===== config.mk =====
export PLATFORM = sky130hd
export DESIGN_NAME = pcs_channel
export DESIGN_NICKNAME = d
export VERILOG_FILES = /design/src/rtl/pcs_pkg.sv /design/src/rtl/pair_buffer.sv /design/src/rtl/pcs_channel.sv
export SDC_FILE = /design/constraint.sdc
export NUM_CORES = 1
export LEC_CHECK = 0
export BUFFER_PORTS_ARGS = -buffer_cell sky130_fd_sc_hd__buf_2
export CAP_MARGIN = 20
export CORE_MARGIN = 8
export CORE_UTILIZATION = 35
export DETAILED_ROUTE_END_ITERATION = 10
export PLACE_DENSITY = 0.49
export SETUP_SLACK_MARGIN = 0.02
export SYNTH_ARGS = -nofsm -noshare
export SYNTH_HDL_FRONTEND = slang
export SYNTH_SLANG_ARGS = --single-unit

===== constraint.sdc =====
create_clock -name mclk -period 17.25 [get_ports mclk]
set_input_delay 0 -clock mclk [delete_from_list [all_inputs] [get_ports mclk]]
set_output_delay 0 -clock mclk [all_outputs]
set_load 0.01 [all_outputs]

===== src/rtl/pcs_pkg.sv =====
// Shared constants and carrier types of the 10GBASE-R coding channel.
package pcs_pkg;

  // ---------------------------------------------------------------
  // Carrier types
  // ---------------------------------------------------------------

  // One single-rate MAC word: eight byte lanes, lane 0 in bits 7:0, one control bit per lane.
  typedef struct packed {
    logic [63:0] data;
    logic [7:0] ctrl;
  } mac_word_type;

  // One 64b/66b block as it travels to or from the serial side.
  typedef struct packed {
    logic [1:0] hdr;
    logic [63:0] payload;
  } line_block_type;

  // Width of a MAC word when flattened for the buffer.
  localparam int WORD_BITS = $bits(mac_word_type);

  // ---------------------------------------------------------------
  // Block coding
  // ---------------------------------------------------------------

  localparam logic [1:0] HDR_DATA = 2'h1; // Sync header of an all-data block.
  localparam logic [1:0] HDR_CTRL = 2'h2; // Sync header of a control block.
  localparam logic [7:0] TYPE_IDLE = 8'h1E; // Block type of an all-control block.
  localparam logic [7:0] TYPE_START = 8'h78; // Block type of a start in lane 0.
  localparam logic [7:0] TYPE_TERM = 8'h87; // Block type of a terminate in lane 0.
  localparam logic [7:0] CHAR_IDLE = 8'h07; // MAC idle character.
  localparam logic [7:0] CHAR_START = 8'hFB; // MAC start character.
  localparam logic [7:0] CHAR_TERM = 8'hFD; // MAC terminate character.
  localparam logic [7:0] CHAR_ERROR = 8'hFE; // MAC error character.
  localparam logic [6:0] CODE_ERROR = 7'h1E; // Seven-bit line error code.
  localparam logic [7:0] CTRL_ALL = 8'hFF; // Every lane is a control character.
  localparam logic [7:0] CTRL_LANE0 = 8'h01; // Only lane 0 is a control character.
  localparam int SCR_TAP_A = 38; // Scrambler taps of the polynomial x^58 + x^39 + 1.
  localparam int SCR_TAP_B = 57;

  // ---------------------------------------------------------------
  // Lock, framing and rates
  // ---------------------------------------------------------------

  localparam logic [5:0] LOCK_LAST = 6'h3F; // 64 good headers in a row give block lock.
  localparam logic [4:0] FEC_FRAME_LAST = 5'h1F; // A correction frame spans 32 blocks.
  localparam logic [2:0] FEC_LOCK_GOOD = 3'h4; // Markers in place needed for frame lock.
  localparam logic [15:0] PN_SEED = 16'hACE1; // Start value of the frame sequence.
  localparam logic [1:0] LAT_PLAIN = 2'h1; // Transmit latency in cycles, plain mode.
  localparam logic [1:0] LAT_TIMING = 2'h2; // Transmit latency in cycles, register mode.
  localparam int LINE_RATE_KBPS = 10312500; // Serial line rate in kbit/s.
  localparam int MAC_CLK_KHZ = 156250; // Effective MAC word rate in kHz.
  localparam int MCLK_PERIOD_NS = 40; // Period of the block clock.

endpackage : pcs_pkg


===== src/rtl/pair_buffer.sv =====
// Two-entry buffer with valid and ready on both sides.
`timescale 1ns/100ps
module pair_buffer
  import pcs_pkg::*;
#(
  parameter int WIDTH = WORD_BITS
)
(
  input wire logic mclk,
  input wire logic reset,
  input wire logic in_valid,
  output logic in_ready,
  input wire logic [WIDTH-1:0] in_data,
  output logic out_valid,
  input wire logic out_ready,
  output logic [WIDTH-1:0] out_data
);

  // ---------------------------------------------------------------
  // State
  // ---------------------------------------------------------------

  // Whole state of the buffer: two slots, two pointers and a fill count.
  typedef struct packed {
    logic [1:0][WIDTH-1:0] mem;
    logic rd_idx;
    logic wr_idx;
    logic [1:0] count;
  } buf_state_type;

  buf_state_type state_q; // Registered state.
  buf_state_type state_d; // Next state.
  logic push; // A word enters this cycle.
  logic pop; // A word leaves this cycle.

  // Ready and valid come straight from the count, so neither side waits on the other.
  assign in_ready = (state_q.count != 2'h2);
  assign out_valid = (state_q.count != 2'h0);
  assign out_data = state_q.mem[state_q.rd_idx];
  assign push = in_valid && in_ready;
  assign pop = out_valid && out_ready;

  // ---------------------------------------------------------------
  // Next state
  // ---------------------------------------------------------------

  // Push and pop may happen together; the count then stays put.
  always_comb
  begin
    state_d = state_q;
    if (push)
    begin
      state_d.mem[state_q.wr_idx] = in_data;
      state_d.wr_idx = ~state_q.wr_idx;
    end
    if (pop)
    begin
      state_d.rd_idx = ~state_q.rd_idx;
    end
    state_d.count = state_q.count + 2'(push) - 2'(pop);
  end

  // Register the state; reset empties the buffer.
  always_ff @(posedge mclk or posedge reset)
  begin
    if (reset)
    begin
      state_q <= '0;
    end
    else
    begin
      state_q <= state_d;
    end
  end

endmodule : pair_buffer


===== src/rtl/pcs_channel.sv =====
// Single-lane 64b/66b coding channel with optional frame correction stage.
`timescale 1ns/100ps
module pcs_channel
  import pcs_pkg::*;
#(
  parameter int PMA_WIDTH = 40
)
(
  input wire logic mclk,
  input wire logic reset,
  input wire logic fec_en,
  input wire logic timing_mode,
  input wire logic tx_valid,
  input mac_word_type tx_word,
  output line_block_type pma_tx_block,
  output logic pma_tx_valid,
  input wire logic pma_rx_valid,
  input line_block_type pma_rx_block,
  output mac_word_type rx_word,
  output logic rx_valid,
  input wire logic rx_ready,
  output logic rx_block_lock,
  output logic rx_fec_lock,
  output logic rx_frame_marker,
  output logic rx_idle_dropped,
  output logic [1:0] tx_latency,
  output logic [19:0] word_clk_khz,
  output logic [19:0] mac_clk_khz
);

  // ---------------------------------------------------------------
  // State
  // ---------------------------------------------------------------

  // All registers of the channel in one record.
  typedef struct packed {
    logic [57:0] tx_scr; // Transmit scrambler history.
    line_block_type tx_blk1; // First transmit stage.
    logic tx_v1;
    line_block_type tx_blk2; // Extra stage used in register mode.
    logic tx_v2;
    logic [4:0] tx_fcnt; // Block position inside the transmit frame.
    logic [15:0] tx_pn; // Transmit frame sequence.
    logic [1:0] tx_lat; // Reported transmit latency, set from the mode.
    logic [57:0] rx_scr; // Receive descrambler history.
    logic [5:0] lock_cnt; // Good headers seen in a row.
    logic blk_lock;
    logic [4:0] rx_fcnt; // Expected block position in the receive frame.
    logic [15:0] rx_pn; // Receive frame sequence.
    logic [2:0] fec_good; // Markers found in place.
    logic fec_lock;
    logic marker; // Frame marker seen, one-cycle pulse.
    logic drop; // Idle word deleted, one-cycle pulse.
  } chan_state_type;

  chan_state_type state_q; // Registered state.
  chan_state_type state_d; // Next state.
  logic buf_in_valid; // Decoded word offered to the buffer.
  logic buf_in_ready; // Buffer can take a word.
  mac_word_type buf_in_word; // Decoded word.
  logic [WORD_BITS-1:0] buf_out_flat; // Word leaving the buffer.

  // ---------------------------------------------------------------
  // Coding helpers
  // ---------------------------------------------------------------

  // Map one MAC word onto a block; only the common control shapes are coded.
  function automatic line_block_type encode(mac_word_type w);
    line_block_type b;
    b.hdr = HDR_CTRL;
    if (w.ctrl == 8'h00)
    begin
      b.hdr = HDR_DATA;
      b.payload = w.data;
    end
    else if (w.ctrl == CTRL_ALL && w.data == {8{CHAR_IDLE}})
    begin
      b.payload = {56'h0, TYPE_IDLE};
    end
    else if (w.ctrl == CTRL_LANE0 && w.data[7:0] == CHAR_START)
    begin
      b.payload = {w.data[63:8], TYPE_START};
    end
    else if (w.ctrl == CTRL_ALL && w.data == {{7{CHAR_IDLE}}, CHAR_TERM})
    begin
      b.payload = {56'h0, TYPE_TERM};
    end
    else
    begin
      // Shapes the coder does not know leave as line errors.
      b.payload = {{8{CODE_ERROR}}, TYPE_IDLE};
    end
    return b;
  endfunction : encode

  // Map one block back onto a MAC word, lane 0 first.
  function automatic mac_word_type decode(line_block_type b);
    mac_word_type w;
    w.ctrl = CTRL_ALL;
    w.data = {8{CHAR_ERROR}};
    if (b.hdr == HDR_DATA)
    begin
      w.ctrl = 8'h00;
      w.data = b.payload;
    end
    else if (b.payload[7:0] == TYPE_IDLE && b.payload[63:8] == 56'h0)
    begin
      w.data = {8{CHAR_IDLE}};
    end
    else if (b.payload[7:0] == TYPE_START)
    begin
      w.ctrl = CTRL_LANE0;
      w.data = {b.payload[63:8], CHAR_START};
    end
    else if (b.payload[7:0] == TYPE_TERM)
    begin
      w.data = {{7{CHAR_IDLE}}, CHAR_TERM};
    end
    return w;
  endfunction : decode

  // Self-synchronous scrambler, bit 0 first; returns new history and scrambled word.
  function automatic logic [121:0] scramble(logic [57:0] st, logic [63:0] d);
    logic [63:0] o;
    logic [57:0] s;
    s = st;
    o = '0;
    for (int i = 0; i < 64; i++)
    begin
      o[i] = d[i] ^ s[SCR_TAP_A] ^ s[SCR_TAP_B];
      s = {s[56:0], o[i]};
    end
    return {s, o};
  endfunction : scramble

  // Matching descrambler: the history takes the received bits.
  function automatic logic [121:0] descramble(logic [57:0] st, logic [63:0] d);
    logic [63:0] o;
    logic [57:0] s;
    s = st;
    o = '0;
    for (int i = 0; i < 64; i++)
    begin
      o[i] = d[i] ^ s[SCR_TAP_A] ^ s[SCR_TAP_B];
      s = {s[56:0], d[i]};
    end
    return {s, o};
  endfunction : descramble

  // Frame sequence step, a 16-bit Galois register.
  function automatic logic [15:0] pn_next(logic [15:0] p);
    return {1'b0, p[15:1]} ^ (p[0] ? 16'hB400 : 16'h0000);
  endfunction : pn_next

  // ---------------------------------------------------------------
  // Next state
  // ---------------------------------------------------------------

  // Transmit coding, receive decoding, lock tracking and idle deletion in one pass.
  always_comb
  begin
    line_block_type tb;
    line_block_type rb;
    logic [121:0] sr;
    logic [15:0] pn_use;
    logic mk;
    logic t_bit;
    logic hdr_ok;
    tb = '0;
    rb = '0;
    sr = '0;
    pn_use = '0;
    mk = 1'b0;
    t_bit = 1'b0;
    hdr_ok = 1'b0;
    state_d = state_q;
    state_d.marker = 1'b0;
    state_d.drop = 1'b0;
    buf_in_valid = 1'b0;
    buf_in_word = '0;

    // Transmit: one MAC word becomes one scrambled block.
    state_d.tx_v1 = tx_valid;
    if (tx_valid)
    begin
      tb = encode(tx_word);
      sr = scramble(state_q.tx_scr, tb.payload);
      state_d.tx_scr = sr[121:64];
      tb.payload = sr[63:0];
      if (fec_en)
      begin
        // Header shrinks to one transcode bit; the other bit marks the frame start.
        t_bit = (tb.hdr == HDR_DATA);
        mk = (state_q.tx_fcnt == 5'h00);
        pn_use = mk ? PN_SEED : state_q.tx_pn;
        tb.hdr = {mk, t_bit};
        tb.payload = tb.payload ^ {4{pn_use}};
        state_d.tx_pn = pn_next(pn_use);
        state_d.tx_fcnt = state_q.tx_fcnt + 5'h01;
      end
      state_d.tx_blk1 = tb;
    end
    // Register mode adds one stage; the reported latency follows the mode.
    state_d.tx_blk2 = state_q.tx_blk1;
    state_d.tx_v2 = state_q.tx_v1;
    state_d.tx_lat = timing_mode ? LAT_TIMING : LAT_PLAIN;

    // Receive: strip the correction framing first, so coding sees plain blocks.
    if (pma_rx_valid)
    begin
      rb = pma_rx_block;
      if (fec_en)
      begin
        mk = rb.hdr[1];
        state_d.marker = mk;
        if (mk && state_q.rx_fcnt != 5'h00)
        begin
          // Marker out of place: slip to it and start counting again.
          state_d.fec_good = 3'h0;
          state_d.fec_lock = 1'b0;
        end
        else if (mk && state_q.fec_good != FEC_LOCK_GOOD)
        begin
          state_d.fec_good = state_q.fec_good + 3'h1;
          state_d.fec_lock = (state_q.fec_good + 3'h1 == FEC_LOCK_GOOD);
        end
        else if (!mk && state_q.rx_fcnt == 5'h00)
        begin
          // Missing marker costs frame lock.
          state_d.fec_good = 3'h0;
          state_d.fec_lock = 1'b0;
        end
        pn_use = mk ? PN_SEED : state_q.rx_pn;
        state_d.rx_pn = pn_next(pn_use);
        state_d.rx_fcnt = mk ? 5'h01 : state_q.rx_fcnt + 5'h01;
        rb.payload = rb.payload ^ {4{pn_use}};
        rb.hdr = {~rb.hdr[0], rb.hdr[0]};
      end
      else
      begin
        state_d.fec_good = 3'h0;
        state_d.fec_lock = 1'b0;
      end
      // Block lock on sync headers.
      hdr_ok = (rb.hdr == HDR_DATA) || (rb.hdr == HDR_CTRL);
      if (!hdr_ok)
      begin
        state_d.lock_cnt = 6'h00;
        state_d.blk_lock = 1'b0;
      end
      else if (state_q.lock_cnt == LOCK_LAST)
      begin
        state_d.blk_lock = 1'b1;
      end
      else
      begin
        state_d.lock_cnt = state_q.lock_cnt + 6'h01;
      end
      sr = descramble(state_q.rx_scr, rb.payload);
      state_d.rx_scr = sr[121:64];
      rb.payload = sr[63:0];
      buf_in_word = decode(rb);
      // Idles are deleted while the buffer is full; this absorbs the ppm offset.
      if (state_q.blk_lock && (!fec_en || state_q.fec_lock))
      begin
        if (!buf_in_ready && buf_in_word == mac_word_type'{data: {8{CHAR_IDLE}}, ctrl: CTRL_ALL})
        begin
          state_d.drop = 1'b1;
        end
        else
        begin
          buf_in_valid = 1'b1;
        end
      end
    end
    else if (!fec_en)
    begin
      state_d.fec_good = 3'h0;
      state_d.fec_lock = 1'b0;
    end
  end

  // Register the state; reset clears every lock and stage.
  always_ff @(posedge mclk or posedge reset)
  begin
    if (reset)
    begin
      state_q <= '0;
    end
    else
    begin
      state_q <= state_d;
    end
  end

  // ---------------------------------------------------------------
  // Receive buffer and outputs
  // ---------------------------------------------------------------

  // The buffer rides out short MAC stalls; words before lock are dropped, and a non-idle word offered while it is full is lost.
  pair_buffer #(
    .WIDTH(WORD_BITS)
  ) rx_buf (
    .mclk(mclk),
    .reset(reset),
    .in_valid(buf_in_valid),
    .in_ready(buf_in_ready),
    .in_data(buf_in_word),
    .out_valid(rx_valid),
    .out_ready(rx_ready),
    .out_data(buf_out_flat)
  );

  assign rx_word = mac_word_type'(buf_out_flat);
  assign pma_tx_block = timing_mode ? state_q.tx_blk2 : state_q.tx_blk1;
  assign pma_tx_valid = timing_mode ? state_q.tx_v2 : state_q.tx_v1;
  assign tx_latency = state_q.tx_lat;
  assign rx_block_lock = state_q.blk_lock;
  assign rx_fec_lock = state_q.fec_lock;
  assign rx_frame_marker = state_q.marker;
  assign rx_idle_dropped = state_q.drop;
  assign word_clk_khz = 20'(LINE_RATE_KBPS / PMA_WIDTH);
  assign mac_clk_khz = 20'(MAC_CLK_KHZ);

  // ---------------------------------------------------------------
  // Checks
  // ---------------------------------------------------------------

  a_data_header: assert property (@(posedge mclk) disable iff (reset)
    tx_valid && tx_word.ctrl == 8'h00 && !fec_en && !timing_mode ##1 !timing_mode
    |-> pma_tx_valid && pma_tx_block.hdr == HDR_DATA)
    else $error("data word not sent with data header");
  a_rx_stall_hold: assert property (@(posedge mclk) disable iff (reset)
    rx_valid && !rx_ready |=> rx_valid && $stable(rx_word))
    else $error("receive word changed while stalled");
  a_latency_report: assert property (@(posedge mclk) disable iff (reset)
    timing_mode |=> tx_latency == LAT_TIMING)
    else $error("latency report wrong in register mode");
  a_register_delay: assert property (@(posedge mclk) disable iff (reset)
    timing_mode [*3] ##0 $past(tx_valid, 2) |-> pma_tx_valid)
    else $error("register mode did not deliver after two cycles");
  a_fec_marker: assert property (@(posedge mclk) disable iff (reset)
    tx_valid && fec_en && state_q.tx_fcnt == 5'h00 && !timing_mode ##1 !timing_mode
    |-> pma_tx_block.hdr[1])
    else $error("frame marker missing at frame start");
  a_fec_lock_off: assert property (@(posedge mclk) disable iff (reset)
    !fec_en |=> !rx_fec_lock)
    else $error("frame lock held without correction");
  a_plain_headers: assert property (@(posedge mclk) disable iff (reset)
    pma_tx_valid && !timing_mode && !$past(fec_en)
    |-> pma_tx_block.hdr == HDR_DATA || pma_tx_block.hdr == HDR_CTRL)
    else $error("illegal sync header without correction");
  a_idle_delete: assert property (@(posedge mclk) disable iff (reset)
    rx_idle_dropped |-> $past(!buf_in_ready) && $past(pma_rx_valid))
    else $error("idle deleted while buffer had room");
  c_fec_lock: cover property (@(posedge mclk) disable iff (reset) $rose(rx_fec_lock));
  c_idle_drop: cover property (@(posedge mclk) disable iff (reset) rx_idle_dropped);
  c_rx_stall: cover property (@(posedge mclk) disable iff (reset) rx_valid && !rx_ready ##1 rx_valid && rx_ready);

endmodule : pcs_channel


# Yosys cells after proc, flatten, opt, wreduce, memory -nomap -nowiden
# Cells that the tools add are included.
# W data, S select, Z words.
[word_totals]
regBits = 455
latchBits = 0
mem_bits_rw = 0
romBits = 0
inputBits = 145
out_inout_bits = 186
elab_cells = 391
n_memories = 0
[op_classes]
add_sub_neg = 6
multipliers = 0
div_mod_pow = 0
n_lt_le_gt_ge = 3
eq_ne = 20
n_shift = 0
mux = 47
bitwise = 263
reduce_logical = 28
[ops]
columns = ["cell", "n"]
rows = [
  ["$mux W64", 7],
  ["$mux W72", 6],
  ["$mux W66", 4],
  ["$xor A1 B1 Y1", 256],
  ["$bwmux W144", 1],
  ["$eq A64 B59 Y1 const B", 2],
  ["$xor A64 B64 Y64", 2],
  ["$demux W72 S1", 1],
  ["$eq A72 B67 Y1 const B", 1],
  ["$mux W16", 4],
  ["$mux W62", 1],
  ["$logic_not A56 Y1", 1],
  ["$xor A15 B16 Y16", 2],
  ["$eq A8 B8 Y1 const B", 3],
  ["$mux W4", 6],
  ["$mux W8", 2],
  ["$logic_and A1 B1 Y1", 12],
  ["$add A5 B1 Y5 const B", 2],
  ["$logic_not A5 Y1", 2],
  ["$reduce_and A2 Y1", 5],
  ["$eq A8 B1 Y1 const B", 1],
  ["$eq A8 B5 Y1 const B", 1],
  ["$eq A8 B7 Y1 const B", 1],
  ["$logic_not A8 Y1", 1],
  ["24 further kinds", 43],
]

# Longest topological paths before layout
# Gate-level depths: netlist of run 1.
[logic_depth]
word_depth = 20
mapped_depth = 12
ltp_nobuf = 8

# By module
# A second synthesis of run 1 with hierarchy kept.
[unflattened]
hier_cells = 2125
area_unflattened_um2 = 24883.9
[modules_own_cells]
columns = ["module", "n_inst", "cells_each", "area_per_inst_um2"]
rows = [
  ["pcs_channel", 1, 1723, 18112.4],
  ["pair_buffer", 1, 402, 6771.5],
]

# Worst setup path before layout of run 1
# Ideal clock, no wire load.
[synth_path]
kind = "register -> register"
start = "register state_q[6] (netlist name)"
end = "register rx_buf.state_q[15] (netlist name)"
arrival_ps = 2829
slack_ps = 14300
stages_incl_launch_ff = 11
n_path_buf = 3
period_less_slack_ps = 2950
path_cell_list = "dfrtp_1 > clkbuf_1 > o21a_1 > buf_4 > xnor2_1 > xnor3_1 > nand4_1 > or4_1 > or4_1 > buf_4 > a22o_1"
[synth_between]
elab_chain_len = 18
elab_cells_between_ends = 37
[synth_lines]
columns = ["item", "line", "source"]
rows = [
  ["start: declaration", "pcs_channel.sv:56", "chan_state_type state_q;"],
  ["start signal: assignment", "pcs_channel.sv:292", "state_q <= state_d;"],
  ["$mux W16 *", "pcs_channel.sv:233", "pn_use = mk ? PN_SEED : state_q.rx_pn;"],
  ["$xor A64 B64 Y64 *", "pcs_channel.sv:236", "rb.payload = rb.payload ^ {4{pn_use}};"],
  ["$mux W66 *", "pcs_channel.sv:212", "if (fec_en)"],
  ["$mux W66 *", "pcs_channel.sv:209", "if (pma_rx_valid)"],
  ["$xor A1 B1 Y1 (2 in a row)", "pcs_channel.sv:144", "o[i] = d[i] ^ s[SCR_TAP_A] ^ s[SCR_TAP_B];"],
  ["$eq A8 B8 Y1", "pcs_channel.sv:115", "else if (b.payload[7:0] == TYPE_TERM)"],
  ["$mux W64", "pcs_channel.sv:115", ""],
  ["$mux W64", "pcs_channel.sv:110", "else if (b.payload[7:0] == TYPE_START)"],
  ["$mux W64", "pcs_channel.sv:106", "else if (b.payload[7:0] == TYPE_IDLE && b.payload[63:8] == 56'h0)"],
  ["$mux W72 *", "pcs_channel.sv:101", "if (b.hdr == HDR_DATA)"],
  ["$mux W72 *", "pcs_channel.sv:209", ""],
  ["$eq A72 B67 Y1", "pcs_channel.sv:266", "if (!buf_in_ready && buf_in_word == mac_word_type'{data: {8{CHAR_IDLE}}, ctrl: CTRL_ALL})"],
  ["$logic_and A1 B1 Y1", "pcs_channel.sv:266", ""],
  ["$mux W1", "pcs_channel.sv:266", ""],
  ["$mux W1", "pcs_channel.sv:264", "if (state_q.blk_lock && (!fec_en || state_q.fec_lock))"],
  ["$mux W1", "pcs_channel.sv:209", ""],
  ["$logic_and A1 B1 Y1", "pair_buffer.sv:40", "assign push = in_valid && in_ready;"],
  ["end signal: assignment", "pair_buffer.sv:72", "state_q <= state_d;"],
  ["end: declaration", "pair_buffer.sv:31", "buf_state_type state_q;"],
]
# Mark *: on every way between the ends. The rest lies on a longest branch, timed or not. The select of a mux whose other input is x is not followed.
# A chain may end at the register's enable or synchronous reset.

# Worst setup path after layout of run 1
[layout_path]
start = "register state_q[20] (netlist name)"
end = "register rx_buf.state_q[56] (netlist name)"
[layout_between]
elab_chain_len = 17
elab_cells_between_ends = 29
[layout_lines]
columns = ["item", "line"]
rows = [
  ["$mux W16 *", "pcs_channel.sv:233"],
  ["$xor A64 B64 Y64 *", "pcs_channel.sv:236"],
  ["$mux W66 *", "pcs_channel.sv:212"],
  ["$mux W66 *", "pcs_channel.sv:209"],
  ["$xor A1 B1 Y1 (2 in a row)", "pcs_channel.sv:144"],
  ["$logic_not A56 Y1", "pcs_channel.sv:106"],
  ["$logic_and A1 B1 Y1", "pcs_channel.sv:106"],
  ["$mux W8 / $mux W64 (equally long branches)", "pcs_channel.sv:106"],
  ["$mux W72 *", "pcs_channel.sv:101"],
  ["$mux W72 *", "pcs_channel.sv:209"],
  ["$eq A72 B67 Y1", "pcs_channel.sv:266"],
  ["$logic_and A1 B1 Y1", "pcs_channel.sv:266"],
  ["$mux W1", "pcs_channel.sv:266"],
  ["$mux W1", "pcs_channel.sv:264"],
  ["$mux W1", "pcs_channel.sv:209"],
  ["$logic_and A1 B1 Y1", "pair_buffer.sv:40"],
]
# Marked as above.

==> results of run 1 <==
==> state kept, by name, indices dropped and copies added (netlist names) <==
signal and flops:
state_q 234, rx_buf.state_q 136, state_d 67, tx_latency 2
rx_block_lock 1, rx_fec_lock 1, rx_frame_marker 1, rx_idle_dropped 1
==> layout make-up <==
| cell class | count | area share |
|---|---|---|
| multi-input combinational | 1733 | 0.4375 |
| sequential | 443 | 0.3750 |
| timing repair buffer | 401 | 0.08688 |
| clock buffer | 76 | 0.05285 |
| tap | 940 | 0.03978 |
| clock inverter | 17 | 0.005247 |
| inverter | 20 | 0.002793 |
==> layer usage <==
layer	global-route usage	routed length [um]	vias up	share of wire
li1	-	-	8697	-
met5	0	13	-	0.00015
met2	0.3501	41160	655	0.47
met1	0.2765	36560	9307	0.42
met4	0.06129	2419	2	0.028
met3	0.05410	6864	131	0.079
==> critical path, stage by stage, from the launching register on <==
cell      delay, ns
dfrtp_1        0.54
nand3b_1       0.41
xnor2_1        0.56
nand4_1        0.24
or4_1          0.57
or4_4          0.47
o31ai_4        0.17
buf_4          0.61
a21oi_1        0.17
==> power by group through the flow <==
stage / clock network (mW) / registers, mW / logic, mW
2_1_floorplan: 0 / 1.51 / 1.37
3_3_place_gp: 0 / 1.58 / 2.02
3_5_place_dp: 0 / 1.59 / 2.03
4_1_cts: 1.13 / 1.57 / 2.06
5_1_grt: 1.17 / 1.61 / 2.17
6_report: 1.10 / 1.57 / 2.02
==> per-stage QoR <==
step           cell area [um2]  setup slack, ns  cells
2_1_floorplan            25030            4.906   2396
3_3_place_gp             26940            13.03   3450
3_5_place_dp             26960            12.95   3451
4_1_cts                  29500            13.33   3627
5_1_grt                  29570            13.15   3630
6_report                 29570            13.28   3630
==> cells in the mapped netlist, types with 6 or more instances <==
library cell  count  area [um2]
mux2i_1           7       70.07
nand3b_1         19       142.6
nor3_1           27       135.1
clkbuf_1        117       439.2
mux2_2          183        2061
buf_2            12       60.06
o21ai_1           6       30.03
o21ai_0         160       800.8
buf_4            51       382.9
xnor3_1          83        1869
nor4_1            8       50.05
nor2_1          161       604.3
inv_1            20       75.07
nand2b_1          8       50.05
buf_1            15       56.30
a31oi_1          17       106.4
nand4_1          28       175.2
xor2_1          137        1200
ha_1             11       137.6
a21oi_1         233        1166
nor4bb_1          7       70.07
or4_1            10       75.07
nor4b_1          17       148.9
nand3_1          60       300.3
nand2_1         188       705.7
a22o_1           15       131.4
xnor2_1         184        1612
and2_1            9       56.30
nor2b_1           8       50.05
a21boi_0          6       45.04
dfrtp_1         443       11090
a22oi_1          14       105.1
and4b_1           8       80.08
==> kinds of logic (layout without fill, tap and decap cells) <==
family	count (synthesis)	after routing	share of synthesized area
AND/OR/NAND/NOR	595	595	0.1192
AO/OA/AOI/OAI	489	489	0.1095
flip-flops	443	443	0.4454
XOR/XNOR	408	408	0.1916
buffers and inverters	220	514	0.04298
multiplexers	190	190	0.08560
adder cells (fa/ha/maj)	11	11	0.005529
other	2	40	0.0003017
==> how the worst min path moves through the flow <==
stage,from,endpoint,slack (ns),depth (start not counted)
final,tx_word[64],state_q[256],0.02,5
after global routing,tx_word[64],state_d[172],0.05,5
after CTS,tx_word[64],state_q[256],0.0001,5
after detailed placement,reset,rx_frame_marker,0.27,2
after global placement,reset,state_q[115],0.25,2
after floorplan,tx_valid,state_d[115],0.03,0
==> repair_timing <==
action	CTS	global route
hold endpoints to repair	253	0
gates resized for setup	0	0
hold buffers	83	0
==> metrics.csv, run 1 <==
metric,value,unit
clockBufferDepth,3,
netSwitchingFraction,0.3741,
antenna_found_initial,2,
crit_fanout,70,
arrival,4.38,ns
finalSetupTns,0,ns
maxCapViolations,0,
maxSlewHeadroom,0.2716,
hold_slack,0.02290,ns
power_frac_comb,0.431,
r2r-start,state_q[20],
num-fill-cells,6719,
nNetsFinal,2806,
max_freq,252.0,MHz
synth_cell_types,70,
drt-total-wl,87020,um
ys_seq_area_frac,0.4454,
layout_common_cells,"442 x dfrtp_1, 287 x buf_2, 233 x a21oi_1",
path_clk_slew,0.06,ns
synth_ff_type,dfrtp_1,
seq_power_share,0.335,
cp.required,17.66,ns
cp-startpoint,state_q[20],
place.gp.congestion,0.9512,
rrSetupSlack,13.28,ns
viasPerCell,5.177,
report.final.slew_viol_count,0,
initial_utilization,0.3542,
fin_skew,0.02603,ns
finalSetupViolCount,0,
numClockSinks,443,
worstSetupPathType,reg2reg,
timing.rr.end,rx_buf.state_q[56],
cts_tree,done,
numPortBuffers,290,
wl_per_cell,23.97,um
grt_pass1_wl,128200,um
async_reset_ff_frac,1.000,
numCtsBuffers,51,
setup.worst_path.start_class,register,
yosysWarningCount,0,
fin_util,0.4208,
reg2reg_depth,8,
cts_setup_buffers,0,
die_y,282.7,um
coreArea,0.07027,mm2
crit_end,rx_buf.state_q[56],
switching_power,1.757,mW
ctsHtreeMaxLevel,2,
synthCells,2358,
clock-root-buffer,clkbuf_16,
final_common_cell,dfrtp_1,
die_area,0.07991,mm2
grt_usage,0.2130,
vdd_ir_drop_max,0.00009069,V
power_leakage,13.24,nW
internal_power,2.940,mW
post-route-min-period,3.968,ns
final_antenna_net_count,0,
ios,331,
pwr-share-clk,0.234,
grt_max_degree,161,
tightest_slew,1.081,ns
status,completed,
total_power,4.697,mW
synth_edf_count,0,
dr.first_iter.drc_count,1534,
register_area,0.01109,mm2
hold_path_class,in2reg,
hold_viol_final,0,
rsz0062_at_grt,false,
clock_latency,0.60,ns
diodes,0,
endpoint_kind,register,
min_period_over_period,0.2301,
dp_hpwl,64690,um
synth-seq-cells,443,
die_w,282.7,um
areaGrowthSynthToFinish,18.78,%
multi_input_area,0.01293,mm2
grt_pass1_vias,19465,
drcViolationCount,0,
first_pass_iters,5,
syn-mean-instance-area,10.56,um2
syn_area,0.02489,mm2
overflow,0,
powerDensity,158.8,mW/mm2
via_count,18792,
drive_above_1_share,0.2316,
rows,97,
(Power assumes the default switching activity.)
==> run 2: changes to the inputs <==
PLACE_DENSITY = 0.51   (was 0.49)
clock period = 3.5 ns   (was 17.25 ns; I/O delays follow)
==> metrics.csv, run 2 (synthesized netlist as in run 1, its figures left out) <==
metric,value,unit,change
status,completed,,
die_y,282.7,um,unchanged
r2r-start,state_q[12],,
first_pass_iters,5,,unchanged
hold_path_class,in2reg,,
fin_util,0.4314,,+0.01060
min_period_over_period,0.9632,,+0.7331
ctsHtreeMaxLevel,2,,unchanged
critPathSlowestCell,or4b_1,,
drcViolationCount,0,,unchanged
overflow,0,,unchanged
max_freq,296.6,MHz,+18%
path_buf_inv,3,,+2
post-route-min-period,3.371,ns,-0.5973 ns
final_antenna_net_count,0,,unchanged
power_leakage,13.71,nW,+3.5%
maxSlewHeadroom,0.3054,,+0.03384
report.final.slew_viol_count,0,,unchanged
arrival,3.83,ns,-0.55 ns
areaGrowthSynthToFinish,21.78,%,
drive_above_1_share,0.2584,,+0.02676
antenna_found_initial,1,,-1
timing.rr.end,rx_buf.state_q[47],,
drt-total-wl,87220,um,+0.24%
rsz0062_at_grt,false,,
hold_viol_final,0,,unchanged
fin_skew,0.03159,ns,+0.005556 ns
num-fill-cells,6705,,-0.21%
finalSetupTns,0,ns,unchanged
seq_power_share,0.331,,-0.004
maxCapViolations,0,,unchanged
rrSetupSlack,0.13,ns,-13.15 ns
ios,331,,unchanged
cts_tree,done,,
hold_end,state_q[262],,
dp_hpwl,66600,um,+3.0%
place.gp.congestion,0.9550,,+0.40%
wl_met1,37340,um,+2.1%
grt_max_degree,139,,-14%
regMostFlops,state_q,,
met2_length,42190,um,+2.5%
grt_pass1_wl,129400,um,+0.94%
netSwitchingFraction,0.3731,,-0.0009997
initial_utilization,0.3542,,unchanged
layout_common_cells,"442 x dfrtp_1, 287 x buf_2, 233 x a21oi_1",,
cpMostUsedCell,buf_4,,
setup.worst_path.start_class,register,,
max_stage_delay,0.56,ns,-0.05 ns
reg2reg_depth,10,,+2
clock-root-buffer,clkbuf_16,,
rows,97,,unchanged
clock_latency,0.61,ns,about the same
total_power,23.69,mW,+400%
crit_fanout,40,,-43%
endpoint_kind,register,,
die_area,0.07991,mm2,unchanged
coreArea,0.07027,mm2,unchanged
worstPathCellList,o21ai_2 > buf_4 > xor2_1 > xnor3_1 > nand4_1 > or4b_1 > buf_4 > o31ai_4 > buf_12 > a21oi_1,,
path_clk_slew,0.06,ns,about the same
tightest_slew,1.042,ns,-0.03933 ns
cp.required,3.96,ns,-13.70 ns
dr.first_iter.drc_count,1453,,-5.3%
clockBufferDepth,3,,unchanged
worstSetupPathType,reg2reg,,
power_frac_comb,0.438,,+0.007
wl_met3,5160,um,-25%
nNetsFinal,2900,,+3.3%
grt_usage,0.2132,,about the same
grt_pass1_vias,19749,,+1.5%
powerDensity,781.5,mW/mm2,+390%
path_delay_family,compound AO/OA/AOI/OAI gates,,
pwr-share-clk,0.231,,-0.003
die_w,282.7,um,unchanged
largest_register_ffs,234,,unchanged
final_common_cell,dfrtp_1,,
vdd_ir_drop_max,0.0004036,V,+350%
finalSetupViolCount,0,,unchanged
viasPerCell,5.167,,-0.19%
diodes,0,,unchanged
min_path_cells,5,,unchanged
numCtsBuffers,52,,+2.0%
internal_power,14.85,mW,+410%
via_count,19236,,+2.4%
holdCritStartpoint,tx_word[58],,
hold_slack,0.04534,ns,+0.02243 ns
numPortBuffers,290,,unchanged
switching_power,8.838,mW,+400%
maxUsedRoutingLayer,met4,,
wl_per_cell,23.43,um,-2.3%
numClockSinks,443,,unchanged
[run 2: cell types whose count changed in the layout (fill, tap and decap cells not counted), moves of 2 or more]
| cell | previous run | this run |
|---|---|---|
| buf_4 | 25 | 117 |
| buf_12 | 2 | 8 |
| clkbuf_8 | 15 | 11 |
| dlygate4sd3_1 | 83 | 80 |
| bufinv_16 | 2 | 4 |
| clkbuf_1 | 8 | 10 |
| clkinv_4 | 0 | 2 |
[run 2: stage by stage]
stage                     cells  setup WS, ns  area (um2)
final                      3723        0.1289       30310
after global routing       3723       0.05492       30310
after CTS                  3723       0.04779       30310
after detailed placement   3549       0.03949       27780
after global placement     3548       0.01283       27760
after floorplan            2396        -2.487       25040
[run 2: what timing repair did]
item	4_1_cts	5_1_grt
endpoints found under the setup margin	4	10
hold endpoints to repair	357	0
pin swaps	0	0
setup buffers	1	0
gates resized for setup	1	1
hold buffers	80	0
[run 2: power by group through the flow]
stage / sequential [mW] / combinational (mW) / clock, mW
after CTS: 7.85 / 10.6 / 5.63
final: 7.85 / 10.4 / 5.47
after floorplan: 7.45 / 6.74 / 0
after global placement: 7.86 / 10.4 / 0
after detailed placement: 7.93 / 10.4 / 0
after global routing: 8.05 / 11.1 / 5.81
[run 2: routing by layer]
metal,up-vias,global-route usage
met5,-,0
met3,123,0.03752
li1,8882,-
met2,650,0.3614
met4,0,0.06260
met1,9581,0.2776
[run 2: how the worst max path moves through the flow]
stage                           startpoint                  to  cells past startpoint
final                          state_q[12]  rx_buf.state_q[47]                     10
after global routing           state_q[12]  rx_buf.state_q[32]                     10
after CTS                      state_q[54]  rx_buf.state_q[89]                      7
after detailed placement  pma_rx_block[65]  rx_buf.state_q[90]                      8
after global placement    pma_rx_block[65]  rx_buf.state_q[89]                      8
after floorplan                      reset       rx_block_lock                      1
[run 2: tightest hold or removal path, delay by kind of cell]
family,cells,cell delay [ns]
multiplexers,1,0.14
XOR/XNOR,2,0.23
buffers and inverters,1,0.13
AND/OR/NAND/NOR,1,0.09
[run 2: cell type report]
| cell class | instances | area (um2) | area share |
|---|---|---|---|
| clock inverters | 20 | 225.2 | 0.007430 |
| multi-input cells | 1733 | 12940 | 0.4269 |
| repair buffers | 494 | 3314 | 0.1093 |
| flip-flops and latches | 443 | 11090 | 0.3658 |
| well taps | 940 | 1176 | 0.03880 |
| inverters | 20 | 78.83 | 0.002601 |
| clock buffers | 73 | 1490 | 0.04916 |
